--- src/rtl/cmp_unit_pkg.sv ---
package cmp_unit_pkg;
	// timing
	localparam int CLK_PERIOD_NS = 25;
	localparam int STARTUP_TIME_NS = 1000;
	localparam int STARTUP_CYCLES =
		(STARTUP_TIME_NS + CLK_PERIOD_NS - 1) / CLK_PERIOD_NS;
	localparam int SYNC_CYCLES = 3;

	// register indices, byte address is four times the index
	localparam logic [5:0] IDX_CTRLA = 6'h00;
	localparam logic [5:0] IDX_CTRLB = 6'h01;
	localparam logic [5:0] IDX_EVCTRL = 6'h02;
	localparam logic [5:0] IDX_IEN_CLR = 6'h04;
	localparam logic [5:0] IDX_IEN_SET = 6'h05;
	localparam logic [5:0] IDX_IRQ_FLAG = 6'h06;
	localparam logic [5:0] IDX_STATUSA = 6'h08;
	localparam logic [5:0] IDX_STATUSB = 6'h09;
	localparam logic [5:0] IDX_STATUSC = 6'h0A;
	localparam logic [5:0] IDX_WINDOW_CONTROL_REG = 6'h0C;
	localparam logic [5:0] IDX_CMPCTRL0 = 6'h10;
	localparam logic [5:0] IDX_CMPCTRL1 = 6'h14;

	// field positions
	localparam int CTRLA_SOFT_RST = 0;
	localparam int CTRLA_ENABLE = 1;
	localparam int CTRLA_RUN_STDBY = 2;
	localparam int EV_CMP_OUT_EN0 = 0;
	localparam int EV_WIN_OUT_EN = 4;
	localparam int EV_CMP_IN_EN0 = 8;
	localparam int STATB_SYNC_BUSY = 7;
	localparam int CC_ENABLE = 0;
	localparam int CC_SINGLE = 1;
	localparam int CC_CMP_IRQ_CONDITION_SEL_LO = 5;
	localparam int WIN_ENABLE = 0;
	localparam int WIN_CMP_IRQ_CONDITION_SEL_LO = 1;

	// writable masks and reset values
	localparam logic [7:0] CTRLA_MASK = 8'h86;
	localparam logic [15:0] EVCTRL_MASK = 16'h0313;
	localparam logic [31:0] CMPCTRL_MASK = 32'h070B_B76F;
	localparam logic [31:0] REG_RESET = 32'h0000_0000;

	// comparator interrupt conditions
	localparam logic [1:0] CMP_IRQ_CONDITION_SEL_TOGGLE = 2'h0;
	localparam logic [1:0] CMP_IRQ_CONDITION_SEL_RISE = 2'h1;
	localparam logic [1:0] CMP_IRQ_CONDITION_SEL_FALL = 2'h2;
	localparam logic [1:0] CMP_IRQ_CONDITION_SEL_EOC = 2'h3;

	// window states and interrupt conditions
	localparam logic [1:0] WSTATE_ABOVE = 2'h0;
	localparam logic [1:0] WSTATE_INSIDE = 2'h1;
	localparam logic [1:0] WSTATE_BELOW = 2'h2;
	localparam logic [1:0] WINDOW_IRQ_CONDITION_SEL_ABOVE = 2'h0;
	localparam logic [1:0] WINDOW_IRQ_CONDITION_SEL_INSIDE = 2'h1;
	localparam logic [1:0] WINDOW_IRQ_CONDITION_SEL_BELOW = 2'h2;
	localparam logic [1:0] WINDOW_IRQ_CONDITION_SEL_OUTSIDE = 2'h3;

	typedef enum logic [2:0] {
		SS_IDLE = 3'h1,
		SS_WAIT = 3'h2,
		SS_CMP = 3'h4
	} ss_state_t;
endpackage

--- src/rtl/comparator_unit_ctrl.sv ---
`timescale 1ns/1ps
// What this block does
// each comparator has its own interrupt source able to wake from sleep
// window pair has its own interrupt source able to wake from sleep
// comparator interrupt fires only on its selected condition
// window interrupt fires only on its two-bit selected condition
// each source sets its own flag when its condition occurs
// one to enable-set enables, one to enable-clear disables, zero nothing
// request is high while flag and enable are both set
// writing one to a flag clears it, zero leaves it
// output events only while their event-output enable is one
// input events act only while their event-input enable is one
// accepted input event starts single-shot after start-up delay
// window mode: either event starts both comparators together
// without run-in-standby, standby powers off; start-up delay on leaving
// with run-in-standby, comparators run and enabled sources wake
// while sleeping, only events start single-shots, not register writes
// continuous stays powered; single-shot powered only when triggered
// continuous edge matching condition requests the digital clock
// after edge: wake if enabled, else release clock; no filtering
// sleep event: clock, power, wait, compare, signal, then power down
// synchronized operation sets busy at once, clears when done
// synchronized access while busy stalls the bus, never lost
// soft reset, enable, comparator enables and window control sync
// window event follows window state whatever the interrupt enable
// start bit acts only in enabled single-shot mode, reads zero
// hardware flag set wins over a same-cycle software clear
module comparator_unit_ctrl #(
	parameter int STARTUP_CYC = cmp_unit_pkg::STARTUP_CYCLES,
	parameter int SYNC_CYC = cmp_unit_pkg::SYNC_CYCLES
) (
	// clock and reset
	input wire logic sys_clk_in,
	input wire logic reset_in,
	// wishbone slave
	input wire logic wb_cyc_in,
	input wire logic wb_stb_in,
	input wire logic wb_we_in,
	input wire logic [7:0] wb_adr_in,
	input wire logic [3:0] wb_sel_in,
	input wire logic [31:0] wb_dat_in,
	output logic [31:0] wb_dat_out,
	output logic wb_ack_out,
	// comparator and system side
	input wire logic [1:0] cmp_result_in,
	input wire logic [1:0] event_in,
	input wire logic sleep_in,
	input wire logic standby_in,
	// requests and events
	output logic irq_out,
	output logic [1:0] cmp_event_out,
	output logic win_event_out,
	output logic [1:0] cmp_power_out,
	output logic dig_clk_req_out,
	output logic wake_out
);
	typedef struct packed {
		logic ack;
		logic [31:0] rdat;
		logic [7:0] ctrla;
		logic en_act;
		logic soft_reset_bit;
		logic [15:0] evctrl;
		logic [2:0] ien;
		logic [2:0] flag;
		logic [2:0] window_control_reg;
		logic [2:0] win_act;
		logic [1:0][31:0] cc;
		logic [1:0] cen_act;
		logic [3:0] sync_cnt;
		logic [1:0] res;
		logic [1:0] wstate;
		cmp_unit_pkg::ss_state_t [1:0] ss;
		logic [1:0][7:0] su;
		logic irq;
		logic [1:0] cev;
		logic wev;
		logic [1:0] pwr;
		logic clkreq;
		logic wake;
	} state_t;

	state_t q_ff;
	state_t nxt_q;
	logic [5:0] idx;
	logic busy, synced, stall, take, wr, off_stby;
	logic [1:0] start_wr, trig_raw, trig, cmp_cond, newres, on, single;
	logic [1:0] ready;
	logic [2:0] fl_set, fl_clr;
	logic [1:0] wnew;
	logic win_chg, win_cond;
	logic [31:0] d;

	function automatic logic [31:0] bmerge(input logic [31:0] o,
		input logic [31:0] v, input logic [3:0] s);
		logic [31:0] r;
		r = o;
		for (int b = 0; b < 4; b++) begin
			if (s[b]) begin
				r[b*8 +: 8] = v[b*8 +: 8];
			end
		end
		return r;
	endfunction

	function automatic logic [31:0] pack3(input logic [2:0] x);
		return {27'h000_0000, x[2], 2'h0, x[1:0]};
	endfunction

	// comparator condition match
	function automatic logic hit(input logic [1:0] sel, input logic o,
		input logic v, input logic eoc);
		logic h;
		h = 1'b0;
		unique case (sel)
			cmp_unit_pkg::CMP_IRQ_CONDITION_SEL_TOGGLE: h = o ^ v;
			cmp_unit_pkg::CMP_IRQ_CONDITION_SEL_RISE: h = !o & v;
			cmp_unit_pkg::CMP_IRQ_CONDITION_SEL_FALL: h = o & !v;
			cmp_unit_pkg::CMP_IRQ_CONDITION_SEL_EOC: h = eoc;
		endcase
		return h;
	endfunction

	function automatic state_t rst_state();
		state_t s;
		s = '0;
		s.ss[0] = cmp_unit_pkg::SS_IDLE;
		s.ss[1] = cmp_unit_pkg::SS_IDLE;
		s.su = {8'(STARTUP_CYC), 8'(STARTUP_CYC)};
		return s;
	endfunction

	always_comb begin
		nxt_q = q_ff;
		d = wb_dat_in;
		idx = wb_adr_in[7:2];
		busy = q_ff.sync_cnt != 4'h0;
		// synchronized write targets
		synced = wb_we_in & wb_sel_in[0] & ((idx == cmp_unit_pkg::IDX_CTRLA)
			| (idx == cmp_unit_pkg::IDX_WINDOW_CONTROL_REG)
			| (idx == cmp_unit_pkg::IDX_CMPCTRL0)
			| (idx == cmp_unit_pkg::IDX_CMPCTRL1));
		stall = synced & busy;
		take = wb_cyc_in & wb_stb_in & !q_ff.ack & !stall;
		wr = take & wb_we_in;
		nxt_q.ack = take;
		fl_clr = 3'h0;
		start_wr = 2'h0;
		off_stby = standby_in & !q_ff.ctrla[cmp_unit_pkg::CTRLA_RUN_STDBY];
		for (int i = 0; i < 2; i++) begin
			single[i] = q_ff.cc[i][cmp_unit_pkg::CC_SINGLE];
			on[i] = q_ff.en_act & q_ff.cen_act[i] & !off_stby;
			ready[i] = on[i] & (single[i] | (q_ff.su[i] == 8'h00));
		end
		// sync countdown, commit at the end
		if (busy) begin
			nxt_q.sync_cnt = q_ff.sync_cnt - 4'h1;
			if (q_ff.sync_cnt == 4'h1) begin
				nxt_q.en_act = q_ff.ctrla[cmp_unit_pkg::CTRLA_ENABLE];
				nxt_q.cen_act = {q_ff.cc[1][cmp_unit_pkg::CC_ENABLE],
					q_ff.cc[0][cmp_unit_pkg::CC_ENABLE]};
				nxt_q.win_act = q_ff.window_control_reg;
			end
		end
		// read mux
		nxt_q.rdat = cmp_unit_pkg::REG_RESET;
		if (take & !wb_we_in) begin
			unique case (idx)
				cmp_unit_pkg::IDX_CTRLA: nxt_q.rdat = {24'h00_0000,
					q_ff.ctrla[7:1], q_ff.soft_reset_bit};
				cmp_unit_pkg::IDX_EVCTRL: nxt_q.rdat = {16'h0000,
					q_ff.evctrl};
				cmp_unit_pkg::IDX_IEN_CLR: nxt_q.rdat = pack3(q_ff.ien);
				cmp_unit_pkg::IDX_IEN_SET: nxt_q.rdat = pack3(q_ff.ien);
				cmp_unit_pkg::IDX_IRQ_FLAG: nxt_q.rdat = pack3(q_ff.flag);
				cmp_unit_pkg::IDX_STATUSA: nxt_q.rdat = {26'h000_0000,
					q_ff.wstate, 2'h0, q_ff.res};
				cmp_unit_pkg::IDX_STATUSC: nxt_q.rdat = {26'h000_0000,
					q_ff.wstate, 2'h0, q_ff.res};
				cmp_unit_pkg::IDX_STATUSB: nxt_q.rdat = {24'h00_0000,
					busy, 5'h00, ready};
				cmp_unit_pkg::IDX_WINDOW_CONTROL_REG: nxt_q.rdat = {29'h0000_0000,
					q_ff.window_control_reg};
				cmp_unit_pkg::IDX_CMPCTRL0: nxt_q.rdat = q_ff.cc[0];
				cmp_unit_pkg::IDX_CMPCTRL1: nxt_q.rdat = q_ff.cc[1];
				default: nxt_q.rdat = cmp_unit_pkg::REG_RESET;
			endcase
		end
		// register writes
		if (wr) begin
			unique case (idx)
				cmp_unit_pkg::IDX_CTRLA: if (wb_sel_in[0]) begin
					if (d[cmp_unit_pkg::CTRLA_SOFT_RST]) begin
						nxt_q.soft_reset_bit = 1'b1;
					end else begin
						nxt_q.ctrla = d[7:0] & cmp_unit_pkg::CTRLA_MASK;
					end
					nxt_q.sync_cnt = 4'(SYNC_CYC);
				end
				cmp_unit_pkg::IDX_CTRLB: if (wb_sel_in[0] & !sleep_in) begin
					start_wr = d[1:0];
				end
				cmp_unit_pkg::IDX_EVCTRL: nxt_q.evctrl = 16'(bmerge(
					{16'h0000, q_ff.evctrl}, d, wb_sel_in))
					& cmp_unit_pkg::EVCTRL_MASK;
				cmp_unit_pkg::IDX_IEN_CLR: if (wb_sel_in[0]) begin
					nxt_q.ien = q_ff.ien & ~{d[4], d[1:0]};
				end
				cmp_unit_pkg::IDX_IEN_SET: if (wb_sel_in[0]) begin
					nxt_q.ien = q_ff.ien | {d[4], d[1:0]};
				end
				cmp_unit_pkg::IDX_IRQ_FLAG: if (wb_sel_in[0]) begin
					fl_clr = {d[4], d[1:0]};
				end
				cmp_unit_pkg::IDX_WINDOW_CONTROL_REG: if (wb_sel_in[0]) begin
					nxt_q.window_control_reg = d[2:0];
					nxt_q.sync_cnt = 4'(SYNC_CYC);
				end
				cmp_unit_pkg::IDX_CMPCTRL0: begin
					nxt_q.cc[0] = bmerge(q_ff.cc[0], d, wb_sel_in)
						& cmp_unit_pkg::CMPCTRL_MASK;
					if (wb_sel_in[0]) begin
						nxt_q.sync_cnt = 4'(SYNC_CYC);
					end
				end
				cmp_unit_pkg::IDX_CMPCTRL1: begin
					nxt_q.cc[1] = bmerge(q_ff.cc[1], d, wb_sel_in)
						& cmp_unit_pkg::CMPCTRL_MASK;
					if (wb_sel_in[0]) begin
						nxt_q.sync_cnt = 4'(SYNC_CYC);
					end
				end
				default: nxt_q.rdat = cmp_unit_pkg::REG_RESET;
			endcase
		end
		// triggers
		for (int i = 0; i < 2; i++) begin
			trig_raw[i] = (event_in[i]
				& q_ff.evctrl[cmp_unit_pkg::EV_CMP_IN_EN0 + i])
				| start_wr[i];
		end
		if (q_ff.win_act[cmp_unit_pkg::WIN_ENABLE]) begin
			trig = {2{|trig_raw}};
		end else begin
			trig = trig_raw;
		end
		// per comparator sequencing
		for (int i = 0; i < 2; i++) begin
			newres[i] = q_ff.res[i];
			cmp_cond[i] = 1'b0;
			if (single[i]) begin
				unique case (q_ff.ss[i])
					cmp_unit_pkg::SS_IDLE: if (on[i] & trig[i]) begin
						nxt_q.ss[i] = cmp_unit_pkg::SS_WAIT;
						nxt_q.su[i] = 8'(STARTUP_CYC);
					end
					cmp_unit_pkg::SS_WAIT: if (!on[i]) begin
						nxt_q.ss[i] = cmp_unit_pkg::SS_IDLE;
					end else if (q_ff.su[i] <= 8'h01) begin
						nxt_q.ss[i] = cmp_unit_pkg::SS_CMP;
						nxt_q.su[i] = 8'h00;
					end else begin
						nxt_q.su[i] = q_ff.su[i] - 8'h01;
					end
					cmp_unit_pkg::SS_CMP: begin
						newres[i] = cmp_result_in[i];
						cmp_cond[i] = hit(q_ff.cc[i][
							cmp_unit_pkg::CC_CMP_IRQ_CONDITION_SEL_LO +: 2],
							q_ff.res[i], newres[i], 1'b1);
						nxt_q.ss[i] = cmp_unit_pkg::SS_IDLE;
					end
				endcase
			end else begin
				nxt_q.ss[i] = cmp_unit_pkg::SS_IDLE;
				if (!on[i]) begin
					nxt_q.su[i] = 8'(STARTUP_CYC);
				end else if (q_ff.su[i] != 8'h00) begin
					nxt_q.su[i] = q_ff.su[i] - 8'h01;
				end else begin
					newres[i] = cmp_result_in[i];
					cmp_cond[i] = hit(q_ff.cc[i][
						cmp_unit_pkg::CC_CMP_IRQ_CONDITION_SEL_LO +: 2],
						q_ff.res[i], newres[i], 1'b0);
				end
			end
			nxt_q.res[i] = newres[i];
			nxt_q.pwr[i] = (on[i] & !single[i])
				| (q_ff.ss[i] != cmp_unit_pkg::SS_IDLE)
				| (nxt_q.ss[i] != cmp_unit_pkg::SS_IDLE);
			nxt_q.cev[i] = cmp_cond[i]
				& q_ff.evctrl[cmp_unit_pkg::EV_CMP_OUT_EN0 + i];
		end
		// window state, cmp0 upper limit, cmp1 lower limit
		if (newres[0]) begin
			wnew = cmp_unit_pkg::WSTATE_ABOVE;
		end else if (newres[1]) begin
			wnew = cmp_unit_pkg::WSTATE_INSIDE;
		end else begin
			wnew = cmp_unit_pkg::WSTATE_BELOW;
		end
		nxt_q.wstate = wnew;
		win_chg = q_ff.win_act[cmp_unit_pkg::WIN_ENABLE]
			& (wnew != q_ff.wstate);
		win_cond = 1'b0;
		unique case (q_ff.win_act[cmp_unit_pkg::WIN_CMP_IRQ_CONDITION_SEL_LO +: 2])
			cmp_unit_pkg::WINDOW_IRQ_CONDITION_SEL_ABOVE:
				win_cond = wnew == cmp_unit_pkg::WSTATE_ABOVE;
			cmp_unit_pkg::WINDOW_IRQ_CONDITION_SEL_INSIDE:
				win_cond = wnew == cmp_unit_pkg::WSTATE_INSIDE;
			cmp_unit_pkg::WINDOW_IRQ_CONDITION_SEL_BELOW:
				win_cond = wnew == cmp_unit_pkg::WSTATE_BELOW;
			cmp_unit_pkg::WINDOW_IRQ_CONDITION_SEL_OUTSIDE:
				win_cond = q_ff.wstate == cmp_unit_pkg::WSTATE_INSIDE;
		endcase
		win_cond = win_cond & win_chg;
		nxt_q.wev = win_chg & q_ff.evctrl[cmp_unit_pkg::EV_WIN_OUT_EN];
		// flags, set beats clear
		fl_set = {win_cond, cmp_cond};
		nxt_q.flag = (q_ff.flag & ~fl_clr) | fl_set;
		nxt_q.irq = |(nxt_q.flag & nxt_q.ien);
		nxt_q.wake = (sleep_in | standby_in) & nxt_q.irq;
		nxt_q.clkreq = !standby_in | busy | (|nxt_q.pwr & (|single))
			| (|fl_set) | nxt_q.wake;
		if (reset_in | (q_ff.soft_reset_bit & (q_ff.sync_cnt == 4'h1))) begin
			nxt_q = rst_state();
		end
	end

	always_ff @(posedge sys_clk_in) begin
		q_ff <= nxt_q;
	end

	assign wb_dat_out = q_ff.rdat;
	assign wb_ack_out = q_ff.ack;
	assign irq_out = q_ff.irq;
	assign cmp_event_out = q_ff.cev;
	assign win_event_out = q_ff.wev;
	assign cmp_power_out = q_ff.pwr;
	assign dig_clk_req_out = q_ff.clkreq;
	assign wake_out = q_ff.wake;

	// checks
	a_irq_level: assert property (@(posedge sys_clk_in) disable iff (reset_in)
		irq_out == |(q_ff.flag & q_ff.ien))
		else $error("irq does not follow flag and enable");
	a_flag_clear: assert property (@(posedge sys_clk_in) disable iff (reset_in)
		(wr && idx == cmp_unit_pkg::IDX_IRQ_FLAG && wb_sel_in[0] && d[0]
		&& !fl_set[0]) |=> !q_ff.flag[0])
		else $error("flag not cleared by one write");
	a_set_wins: assert property (@(posedge sys_clk_in) disable iff (reset_in)
		fl_set[0] |=> q_ff.flag[0] ##1 irq_out == (q_ff.flag[0]
		& q_ff.ien[0]) | (|(q_ff.flag[2:1] & q_ff.ien[2:1])))
		else $error("flag set lost");
	a_ien_set: assert property (@(posedge sys_clk_in) disable iff (reset_in)
		(wr && idx == cmp_unit_pkg::IDX_IEN_SET && wb_sel_in[0] && d[1])
		|=> q_ff.ien[1])
		else $error("enable set failed");
	a_ien_zero: assert property (@(posedge sys_clk_in) disable iff (reset_in)
		(wr && idx == cmp_unit_pkg::IDX_IEN_CLR && d[4] == 1'b0
		&& d[1:0] == 2'h0) |=> $stable(q_ff.ien))
		else $error("zero write changed enables");
	a_busy_now: assert property (@(posedge sys_clk_in) disable iff (reset_in)
		(take && synced) |=> q_ff.sync_cnt != 4'h0)
		else $error("busy not set at once");
	a_busy_ends: assert property (@(posedge sys_clk_in) disable iff (reset_in)
		$rose(q_ff.sync_cnt != 4'h0) |-> ##[1:8] q_ff.sync_cnt == 4'h0)
		else $error("busy never clears");
	a_stall_busy: assert property (@(posedge sys_clk_in) disable iff (reset_in)
		(wb_cyc_in && wb_stb_in && synced && busy) |=> !wb_ack_out)
		else $error("synced access acked while busy");
	a_evout_gate: assert property (@(posedge sys_clk_in) disable iff (reset_in)
		cmp_event_out[0] |-> $past(q_ff.evctrl[0]))
		else $error("event out while disabled");
	a_start_sleep: assert property (@(posedge sys_clk_in) disable iff (reset_in)
		(sleep_in && trig_raw == 2'h0) |=> $stable(q_ff.ss)
		|| q_ff.ss[0] != cmp_unit_pkg::SS_WAIT)
		else $error("register start while sleeping");
	c_cont_flag: cover property (@(posedge sys_clk_in) disable iff (reset_in)
		!single[0] && fl_set[0]);
	c_ss_done: cover property (@(posedge sys_clk_in) disable iff (reset_in)
		q_ff.ss[0] == cmp_unit_pkg::SS_CMP ##1 cmp_event_out[0]);
	c_stall: cover property (@(posedge sys_clk_in) disable iff (reset_in)
		stall ##1 !stall && take);
	c_win: cover property (@(posedge sys_clk_in) disable iff (reset_in)
		win_event_out);
endmodule

--- config.mk ---
export PLATFORM = sky130hd
export DESIGN_NAME = comparator_unit_ctrl
export DESIGN_NICKNAME = d
export VERILOG_FILES = /design/src/rtl/cmp_unit_pkg.sv /design/src/rtl/comparator_unit_ctrl.sv
export SDC_FILE = /design/constraint.sdc
export NUM_CORES = 1
export LEC_CHECK = 0
export ABC_AREA = 1
export BUFFER_PORTS_ARGS = -buffer_cell sky130_fd_sc_hd__clkbuf_2
export CORE_MARGIN = 8
export CORE_UTILIZATION = 30
export DETAILED_ROUTE_END_ITERATION = 12
export HOLD_SLACK_MARGIN = 0.1
export PLACE_DENSITY = 0.47
export SKIP_LAST_GASP = 1
export SLEW_MARGIN = 20
export SYNTH_ARGS = -nofsm -noshare
export SYNTH_HDL_FRONTEND = slang
export SYNTH_SLANG_ARGS = --single-unit
--- constraint.sdc ---
create_clock -name sys_clk_in -period 2.7 [get_ports sys_clk_in]
set_clock_uncertainty 0.05 [all_clocks]
set_input_delay 0.54 -clock sys_clk_in [delete_from_list [all_inputs] [get_ports sys_clk_in]]
set_output_delay 0.54 -clock sys_clk_in [all_outputs]
set_load 0.03 [all_outputs]
==> Word level (Yosys, flattened, before mapping) <==
Index checks and enable logic that the tools add are counted.
{ "classes": {"add_sub_neg": 3, "mul": 0, "n_div": 0, "magnitude_cmp": 2, "eq_ne": 43, "shifts": 0, "mux": 69, "bitwise_logic": 61, "n_reduce_logical": 48} }
{ "ops": {"columns": ["op", "count"], "rows": [
  ["$pmux 27 s9", 1],
  ["$mux 8", 15],
  ["$mux 3", 14],
  ["$mux 40", 1],
  ["$and 1x1->1", 34],
  ["$reduce_and 3->1", 11],
  ["$mux 32", 1],
  ["$pmux 8 s2", 2],
  ["$mux 27", 1],
  ["$eq 6x4->1 const B", 4],
  ["$pmux 1 s4", 5],
  ["$eq 6x3->1 const B", 3],
  ["$ne 3x1->1 const B", 6],
  ["$pmux 3 s3", 2],
  ["$or 1x1->1", 17],
  ["$le 8x1->1 const B", 2],
  ["$logic_not 8->1", 2],
  ["$mux 1", 16],
  ["$mux 4", 4],
  ["$reduce_and 4->1", 4],
  ["$reduce_bool 8->1", 2],
  ["$sub 8x1->8 const B", 2],
  ["$eq 2x2->1 const B", 7],
  ["$logic_not 1->1", 13],
  ["other kinds (27)", 57]
]} }
{ "totals": {"reg_bits": 131, "latchBits": 0, "mem_bits_rw": 0, "mem_bits_ro": 0, "inputBits": 55, "output_inout_bits": 41, "wordCells": 259, "mem_count": 0} }

==> Logic depth before layout (Yosys ltp) <==
Gate-level depths: netlist of the first run.
{ "depth": {"depth_word": 24, "depth_mapped": 20, "ltp_nobuf": 20} }

==> Least setup slack after synthesis of the first run <==
OpenSTA, ideal clock, no wires.
{ "synth_path": {"path_kind": "input to register", "from": "in wb_adr_in[7]", "to": "reg q_ff, in the netlist dig_clk_req_out", "setup_time_ns": 0.128, "t_arrival_ns": 1.916, "required_ns": 2.522, "path_slack_ns": 0.606, "stages": 18, "path_buffers": 0, "cell_sequence": "nor2_2 > nand3_1 > nand3_2 > nand2_2 > nand2_4 > nor2_8 > nand2_2 > nand2_2 > inv_1 > nand2_1 > nand2_2 > nand2_1 > nand2_1 > nand2_1 > nor2_1 > nor2_1 > nor2_1 > nor2_1"} }
{ "synth_via": {"elab_chain_cells": 24, "word_cells_on_any_way": 49, "cone_classes": "eq/ne (9); mux (13); bitwise (22); reduce/logical (5)"} }
{ "synth_rtl": {"columns": ["item", "line_no", "rtl"], "rows": [
  ["start, declared", "comparator_unit_ctrl.sv:39", "input wire logic [7:0] wb_adr_in,"],
  ["$eq 6x4->1 / $logic_not 6->1 (equally long branches)", "comparator_unit_ctrl.sv:140, comparator_unit_ctrl.sv:139", null],
  ["$or 1x1->1", "comparator_unit_ctrl.sv:140", "| (idx == cmp_unit_pkg::IDX_WINDOW_CONTROL_REG)"],
  ["$or 1x1->1", "comparator_unit_ctrl.sv:141", "| (idx == cmp_unit_pkg::IDX_CMPCTRL0)"],
  ["$or 1x1->1", "comparator_unit_ctrl.sv:142", "| (idx == cmp_unit_pkg::IDX_CMPCTRL1));"],
  ["$and 1x1->1", "comparator_unit_ctrl.sv:139", "synced = wb_we_in & wb_sel_in[0] & ((idx == cmp_unit_pkg::IDX_CTRLA)"],
  ["$and 1x1->1", "comparator_unit_ctrl.sv:143", "stall = synced & busy;"],
  ["$logic_not 1->1", "comparator_unit_ctrl.sv:144", "take = wb_cyc_in & wb_stb_in & !q_ff.ack & !stall;"],
  ["$and 1x1->1", "comparator_unit_ctrl.sv:144", null],
  ["[... 8 more ...]", null, null],
  ["$mux 3", "comparator_unit_ctrl.sv:251", "if (single[i]) begin"],
  ["$ne 3x1->1", "comparator_unit_ctrl.sv:289", "| (nxt_q.ss[i] != cmp_unit_pkg::SS_IDLE);"],
  ["$or 1x1->1", "comparator_unit_ctrl.sv:289", null],
  ["$reduce_or 2->1", "comparator_unit_ctrl.sv:322", "nxt_q.clkreq = !standby_in | busy | (|nxt_q.pwr & (|single))"],
  ["$and 1x1->1", "comparator_unit_ctrl.sv:322", null],
  ["$or 1x1->1", "comparator_unit_ctrl.sv:322", null],
  ["$or 1x1->1", "comparator_unit_ctrl.sv:323", "| (|fl_set) | nxt_q.wake;"],
  ["$or 1x1->1 (*)", "comparator_unit_ctrl.sv:323", null],
  ["end signal, assigned", "comparator_unit_ctrl.sv:330", "q_ff <= nxt_q;"],
  ["end, declared", "comparator_unit_ctrl.sv:83", "state_t q_ff;"]
]} }
Every way passes the cells marked *; elsewhere a longest branch is shown, timed or not.
A chain may end at the register's enable or synchronous reset.

==> Worst setup path after layout of the first run <==
{ "layout_path": {"from": "reg q_ff[16] (netlist bit)", "to": "reg q_ff, in the netlist wake_out"} }
{ "layout_via": {"elab_chain_cells": 13, "word_cells_on_any_way": 20, "cone_classes": "eq/ne (3); mux (9); bitwise (5); reduce/logical (3)"} }
{ "layout_rtl": {"columns": ["item", "line_no", "rtl"], "rows": [
  ["$reduce_bool 8->1 (*)", "comparator_unit_ctrl.sv:277", "end else if (q_ff.su[i] != 8'h00) begin"],
  ["$mux 1", "comparator_unit_ctrl.sv:277", null],
  ["$mux 1", "comparator_unit_ctrl.sv:275", "if (!on[i]) begin"],
  ["$mux 1", "comparator_unit_ctrl.sv:251", null],
  ["$mux 2", "comparator_unit_ctrl.sv:296", "end else if (newres[1]) begin"],
  ["$mux 2", "comparator_unit_ctrl.sv:294", "if (newres[0]) begin"],
  ["$eq 2x2->1 (tied with other cells)", "comparator_unit_ctrl.sv:311", "win_cond = wnew == cmp_unit_pkg::WSTATE_BELOW;"],
  ["$pmux 1 s4 / $and 1x1->1 (equally long branches)", "comparator_unit_ctrl.sv:305, comparator_unit_ctrl.sv:303", null],
  ["$and 1x1->1", "comparator_unit_ctrl.sv:315", "win_cond = win_cond & win_chg;"],
  ["$or 3x3->3 (*)", "comparator_unit_ctrl.sv:319", "nxt_q.flag = (q_ff.flag & ~fl_clr) | fl_set;"],
  ["$and 3x3->3 (*)", "comparator_unit_ctrl.sv:320", "nxt_q.irq = |(nxt_q.flag & nxt_q.ien);"],
  ["$reduce_or 3->1 (*)", "comparator_unit_ctrl.sv:320", null],
  ["$and 1x1->1 (*)", "comparator_unit_ctrl.sv:321", "nxt_q.wake = (sleep_in | standby_in) & nxt_q.irq;"]
]} }
Marked as above.

==> results of run 1 <==
==> kinds of logic (layout without fill, tap and decap cells) <==
family / Yosys count / in the layout / synth area share [%]
flops: 119 / 119 / 38.8
compound gates: 194 / 194 / 18.6
other cells: 1 / 12 / 0.0610
fa+ha+maj: 10 / 10 / 2.04
xor+xnor: 13 / 13 / 1.85
mux: 1 / 1 / 0.163
simple gates: 364 / 364 / 25.7
buf+inv: 165 / 234 / 12.8
==> worst paths after layout <==
| kind | start | to | slack [ns] | depth (start not counted) |
|---|---|---|---|---|
| max | q_ff[16]$_SDFFE_PP0P_ | wake_out$_SDFF_PP0_ | 0.39 | 18 |
| min reg2reg | q_ff[38]$_SDFFE_PP0P_ | q_ff[38]$_SDFFE_PP0P_ | 0.40 | 2 |
| max reg2reg | q_ff[16]$_SDFFE_PP0P_ | wake_out$_SDFF_PP0_ | 0.39 | 18 |
| min | wb_dat_in[12] | q_ff[52]$_SDFFE_PP0P_ | 0.32 | 3 |
==> state kept, by name, summed over array words and instances, names as in the netlist <==
| name | flops |
|---|---|
| wb_dat_out | 20 |
| q_ff | 90 |
| wake_out | 1 |
| cmp_power_out | 2 |
| irq_out | 1 |
| dig_clk_req_out | 1 |
| wb_ack_out | 1 |
| cmp_event_out | 2 |
| win_event_out | 1 |
==> metrics by stage <==
step | util (%) | hold WS (ns) | cell area, um2 | setup WS, ns
2_1_floorplan | - | 0.367 | 6190 | 0.606
3_3_place_gp | 33.2 | 0.386 | 6700 | 0.115
3_5_place_dp | 33.2 | 0.390 | 6700 | 0.0914
4_1_cts | 36.0 | 0.317 | 7270 | 0.355
5_1_grt | 36.0 | 0.316 | 7270 | 0.0351
6_report | 36.0 | 0.324 | 7270 | 0.389
==> layer usage <==
layer	up-vias	routed length, um	share of wire (%)	global-route usage [%]
met5	-	0	0	0
met4	0	231	1.3	4.46
met3	20	651	3.7	3.75
met2	86	8090	46	22.9
met1	2555	8470	49	17.6
li1	2936	-	-	-
==> worst reg2reg max path, cell delays in order, from the launching register on <==
cell,delay [ns]
dfxtp_1,0.32
inv_1,0.10
ha_1,0.23
nand2_1,0.11
nor2_1,0.17
nand2_1,0.13
nand2_1,0.10
nand2_1,0.06
nand2_2,0.11
nand3_2,0.10
nand2_1,0.08
nand2_1,0.06
a21oi_2,0.16
nand3_1,0.14
nand2_1,0.09
nand2_1,0.06
nand2_1,0.05
o21ai_1,0.05
nor2_1,0.08
==> cell usage in the layout (no fill, tap or decap), drive strengths merged, types with 8 or more instances in the layout <==
cell type  Yosys  final
xor2          11     11
nor2         143    143
nand3         44     44
conb           1     12
buf           41     27
clkbuf        18     90
a21oi         59     59
o21ai         84     84
nand2        141    141
dfxtp        119    119
ha            10     10
nor3          18     18
o211ai         8      8
inv          105    106
a22oi         17     17
==> area by class of cell <==
type                    instances  area [um2]  share of cell area [%]
multi-input cells             594        3030                    41.7
flip-flops and latches        119        2380                    32.8
repair buffers                 96         548                    7.54
clock buffers                  21         470                    6.47
inverters                     106         403                    5.54
well taps                     270         338                    4.65
clock inverters                11        98.8                    1.36
==> power by group <==
part           total (uW)  switching [uW]  internal, uW
logic                 432             287           146
registers            1850            36.9          1810
clock network        2170             836          1340
total                4450            1160          3290
==> flow_summary.yaml, run 1 <==
run:
  drv_cap: 0
synthesis:
  ys.flop_type: "dfxtp_1"
  seq_area_frac_synth_pct: 38.8
  yosys.cell_count.top_type: "nor2_1"
  ys_async_sr_fraction_pct: 0
  syn_avg_cell_area_um2: 7.09
  synth-edff-count: 0
  ys_types: 51
  synth_top_area_share_pct: 38.8
  synthesis.area_um2: 6150
  synthTopCellsByArea: "dfxtp_1 39%, nor2_1 8.3%, nand2_1 7.9%"
  ys_seq_elements: 119
  ys_warn_count: 0
  synthTopCellsByCount: "136 x nor2_1, 129 x nand2_1, 119 x dfxtp_1"
  synth_largest_area_cell: "dfxtp_1"
  syn_inst: 867
floorplan:
  io_pins: 96
  dieArea_um2: 25300
  die_h_um: 159
  core_um2: 20200
  initial_utilization_pct: 30.5
  rows: 52
  die_x_um: 159
cts:
  cts_resized: 0
  clkLatencyLatePin_ns: 0.42
  htree_num_levels: 4
  cts_buffer_depth: 2
  cts_setup_buffers: 0
  clkTransAtPathRegs_ns: 0.06
  numCtsBuffers: 17
  cts-hold-fix-buffers: 0
  clock_sinks: 119
  cts_tree: "done"
  cts_root_buf: "clkbuf_16"
setup_path:
  worstSetupEndpointType: "flop"
  critPathBufInv: 1
  cp-start-kind: "flop"
  cp_max_fo: 4
  max_stage_delay_ns: 0.32
  required_ns: 3.00
  worst_path_max_delay_cell: "dfxtp_1"
  critPathArrivalTime_ns: 2.61
  critical_path.most_common_cell: "nand2_1"
  crit_family: "simple AND/OR/NAND/NOR gates"
  cp_cell_sequence: "inv_1 > ha_1 > nand2_1 > nor2_1 > nand2_1 > nand2_1 > nand2_1 > nand2_2 > nand3_2 > nand2_1 > nand2_1 > a21oi_2 > nand3_1 > nand2_1 > nand2_1 > nand2_1 > o21ai_1 > nor2_1"
  crit_type: "flop to flop"
drt:
  vias: 5597
  drt_iter0_drc: 306
  wirelength_um: 17400
  antenna_left: 0
  via_per_inst: 4.60
  drc: 0
  drtPass1Iterations: 5
  routedWlPerCell_um: 14.3
timing:
  timing.fmax_mhz: 433
  hold_violations: 0
  setup_viol: 0
  min_period_ns: 2.31
  tns_ns: 0
  fin_crit_sh_pct: 85.6
  max_slew_margin_pct: 59.9
  rsz0062_at_grt: "false"
  slew_viol_final: 0
  tightestPinTransition_ns: 0.601
global_routing:
  grt_max_degree: 49
  grt_pass1_vias: 5543
  grt_overflow: 0
  antenna_found_initial: 0
  grt.total_usage_pct: 14.0
  grt_pass1_wl_um: 28800
placed_design:
  numPortBuffers: 69
  routabilityCongestion: 0.784
  dp_hpwl_um: 13100
  dpl.cell_count: 1185
power:
  power_density_nw_per_um2: 612
  leakage_uw: 0.00314
  power_uw: 4450
  ir_drop_mv: 0.344
layout:
  fin_cells: 1217
  num_antenna_cells: 0
  fin_nets: 999
  drive_gt1_share_pct: 18.0
  fillers: 2194
  area_delta_synth_final_pct: 18.3
outcome:
  outcome: "finished clean"
hold_path:
  hold_class: "input port to flop"
Note: power is estimated with default switching activity, not from simulation.
==> run 2: changes to the inputs <==
==> constraint.sdc (replaced) <==
create_clock -name sys_clk_in -period 2.7 [get_ports sys_clk_in]
set_clock_uncertainty 0.05 [all_clocks]
set_input_delay 0.405 -clock sys_clk_in [delete_from_list [all_inputs] [get_ports sys_clk_in]]
set_output_delay 0.405 -clock sys_clk_in [all_outputs]
set_load 0.03 [all_outputs]
==> run 2 against run 1 <==
Against the previous run:
- count of clock-buffer cells in the layout increased by 1
- critical path type unchanged
- first-iteration DRC count increased by 9.5%
- non-clock buffer count decreased by 11
- highest routed layer unchanged
==> flow_summary.yaml, run 2 (synthesis gave the netlist of run 1 again) <==
floorplan:
  initial_utilization_pct: 30.5
  rows: 52
  dieArea_um2: 25300
  core_um2: 20200
  io_pins: 96
  die_h_um: 159
  die_x_um: 159
cts:
  cts_buffer_depth: 2
  clkTransAtPathRegs_ns: 0.05
  htree_num_levels: 4
  cts_root_buf: "clkbuf_16"
  cts_resized: 0
  clock_sinks: 119
  numCtsBuffers: 17
  cts-hold-fix-buffers: 0
  clkLatencyLatePin_ns: 0.41
  cts_tree: "done"
  cts_setup_buffers: 0
timing:
  setup_viol: 0
  hold-worst-slack_ns: 0.191
  fin_crit_sh_pct: 87.3
  tns_ns: 0
  slew_viol_final: 0
  max_slew_margin_pct: 61.9
  timing.fmax_mhz: 424
  hold_violations: 0
  min_period_ns: 2.36
  rsz0062_at_grt: "false"
  tightestPinTransition_ns: 0.571
drt:
  drt_iter0_drc: 335
  drc: 0
  via_per_inst: 4.66
  antenna_left: 0
  drtPass1Iterations: 5
  routedWlPerCell_um: 14.4
  wirelength_um: 17400
  vias: 5610
layout:
  multi_input_area_um2: 3030
  area_delta_synth_final_pct: 17.7
  drive_gt1_share_pct: 16.6
  fillers: 2203
  final_cell_mix: "135 x nor2_1, 128 x nand2_1, 119 x dfxtp_1"
  fin_nets: 988
  regMostFlops: "q_ff"
  seq_area_um2: 2380
  largest_register_ffs: 90
  mostFrequentLayoutCell: "nor2_1"
  num_antenna_cells: 0
setup_path:
  cp_cell_sequence: "inv_1 > ha_1 > nand2_1 > nor2_1 > nand2_1 > nand2_1 > nand2_1 > nand2_2 > nand3_2 > nand2_1 > nand2_1 > a21oi_2 > nand3_1 > nand2_1 > nand2_1 > nand2_1 > o21ai_1 > nor2_1"
  crit_type: "flop to flop"
  max_stage_delay_ns: 0.32
  reg2reg_from: "q_ff[16]$_SDFFE_PP0P_"
  worst_path_max_delay_cell: "dfxtp_1"
  r2r-end: "wake_out$_SDFF_PP0_"
  cp_max_fo: 4
  critPathArrivalTime_ns: 2.66
  worstSetupEndpointType: "flop"
  cp-start-kind: "flop"
  worst_r2r_path_depth: 18
  required_ns: 3.00
  critical_path.most_common_cell: "nand2_1"
  r2r_slack_ns: 0.34
run:
  drv_cap: 0
global_routing:
  grt.total_usage_pct: 14.0
  grt_pass1_wl_um: 28700
  grt_pass1_vias: 5464
  grt_overflow: 0
  antenna_found_initial: 0
  grt_max_degree: 47
power:
  leakage_uw: 0.00310
  ir_drop_mv: 0.275
  power_density_nw_per_um2: 645
hold_path:
  hold_class: "input port to flop"
  hold_end: "q_ff[87]$_SDFFE_PP0P_"
  holdPathStages: 3
  hp-start: "wb_dat_in[15]"
placed_design:
  routabilityCongestion: 0.813
  dp_hpwl_um: 13000
  numPortBuffers: 69
outcome:
  outcome: "finished clean"
run 2: cell types whose count changed in the layout (fill, tap and decap cells not counted):
cell / change
buf_4: -11
bufinv_16: +3
clkbuf_1: +2
clkbuf_8: -1
clkinv_2: -3
clkinv_4: -2
inv_6: -1
run 2: worst max path at each step:
| stage | from | endpoint | slack [ns] |
|---|---|---|---|
| after CTS | q_ff[16]$_SDFFE_PP0P_ | wake_out$_SDFF_PP0_ | 0.34 |
| after detailed placement | wb_adr_in[7] | q_ff[9]$_SDFFE_PP0P_ | 0.17 |
| after global routing | q_ff[16]$_SDFFE_PP0P_ | wake_out$_SDFF_PP0_ | 0.05 |
| after global placement | wb_adr_in[7] | q_ff[12]$_SDFFE_PP0P_ | 0.15 |
| final | q_ff[16]$_SDFFE_PP0P_ | wake_out$_SDFF_PP0_ | 0.34 |
| after floorplan | wb_adr_in[7] | dig_clk_req_out$_SDFF_PP0_ | 0.74 |
run 2: critical path, delay by kind of cell (launching register included):
kind,cells,cell delay (ns)
flops,1,0.32
compound gates,2,0.21
fa+ha+maj,1,0.22
simple gates,14,1.40
buf+inv,1,0.09
run 2: area by class of cell:
class	instances	share of cell area [%]
timing repair buffer	85	6.44
tap	270	4.67
clock buffer	22	6.42
sequential	119	32.9
inverter	106	5.57
multi-input combinational	594	41.9
clock inverter	8	2.04
run 2: stage by stage:
stage / util, % / total power [uW] / worst slack, ns / cell area, um2 / cells
final: 35.8 / 4660 / 0.342 / 7230 / 1204
after global placement: 32.8 / 2320 / 0.148 / 6620 / 1174
after CTS: 35.8 / 4720 / 0.342 / 7230 / 1204
after global routing: 35.8 / 4850 / 0.0521 / 7230 / 1204
after detailed placement: 32.8 / 2320 / 0.166 / 6620 / 1174
after floorplan: - / 2190 / 0.741 / 6190 / 878
run 2: metal layers:
layer | global-route usage [%] | vias to the layer above | routed length [um]
met1 | 17.8 | 2570 | 8290
met3 | 3.54 | 16 | 756
met5 | 0 | - | 0
met4 | 4.80 | 0 | 273
met2 | 22.5 | 117 | 8030
li1 | - | 2907 | -
run 2: where the power goes:
group	leakage, uW	total [uW]	internal, uW	switching, uW
clock	0.000288	2380	1580	800
combinational	0.00185	429	143	286
sequential	0.000960	1850	1810	38.5
total	0.00310	4660	3540	1130
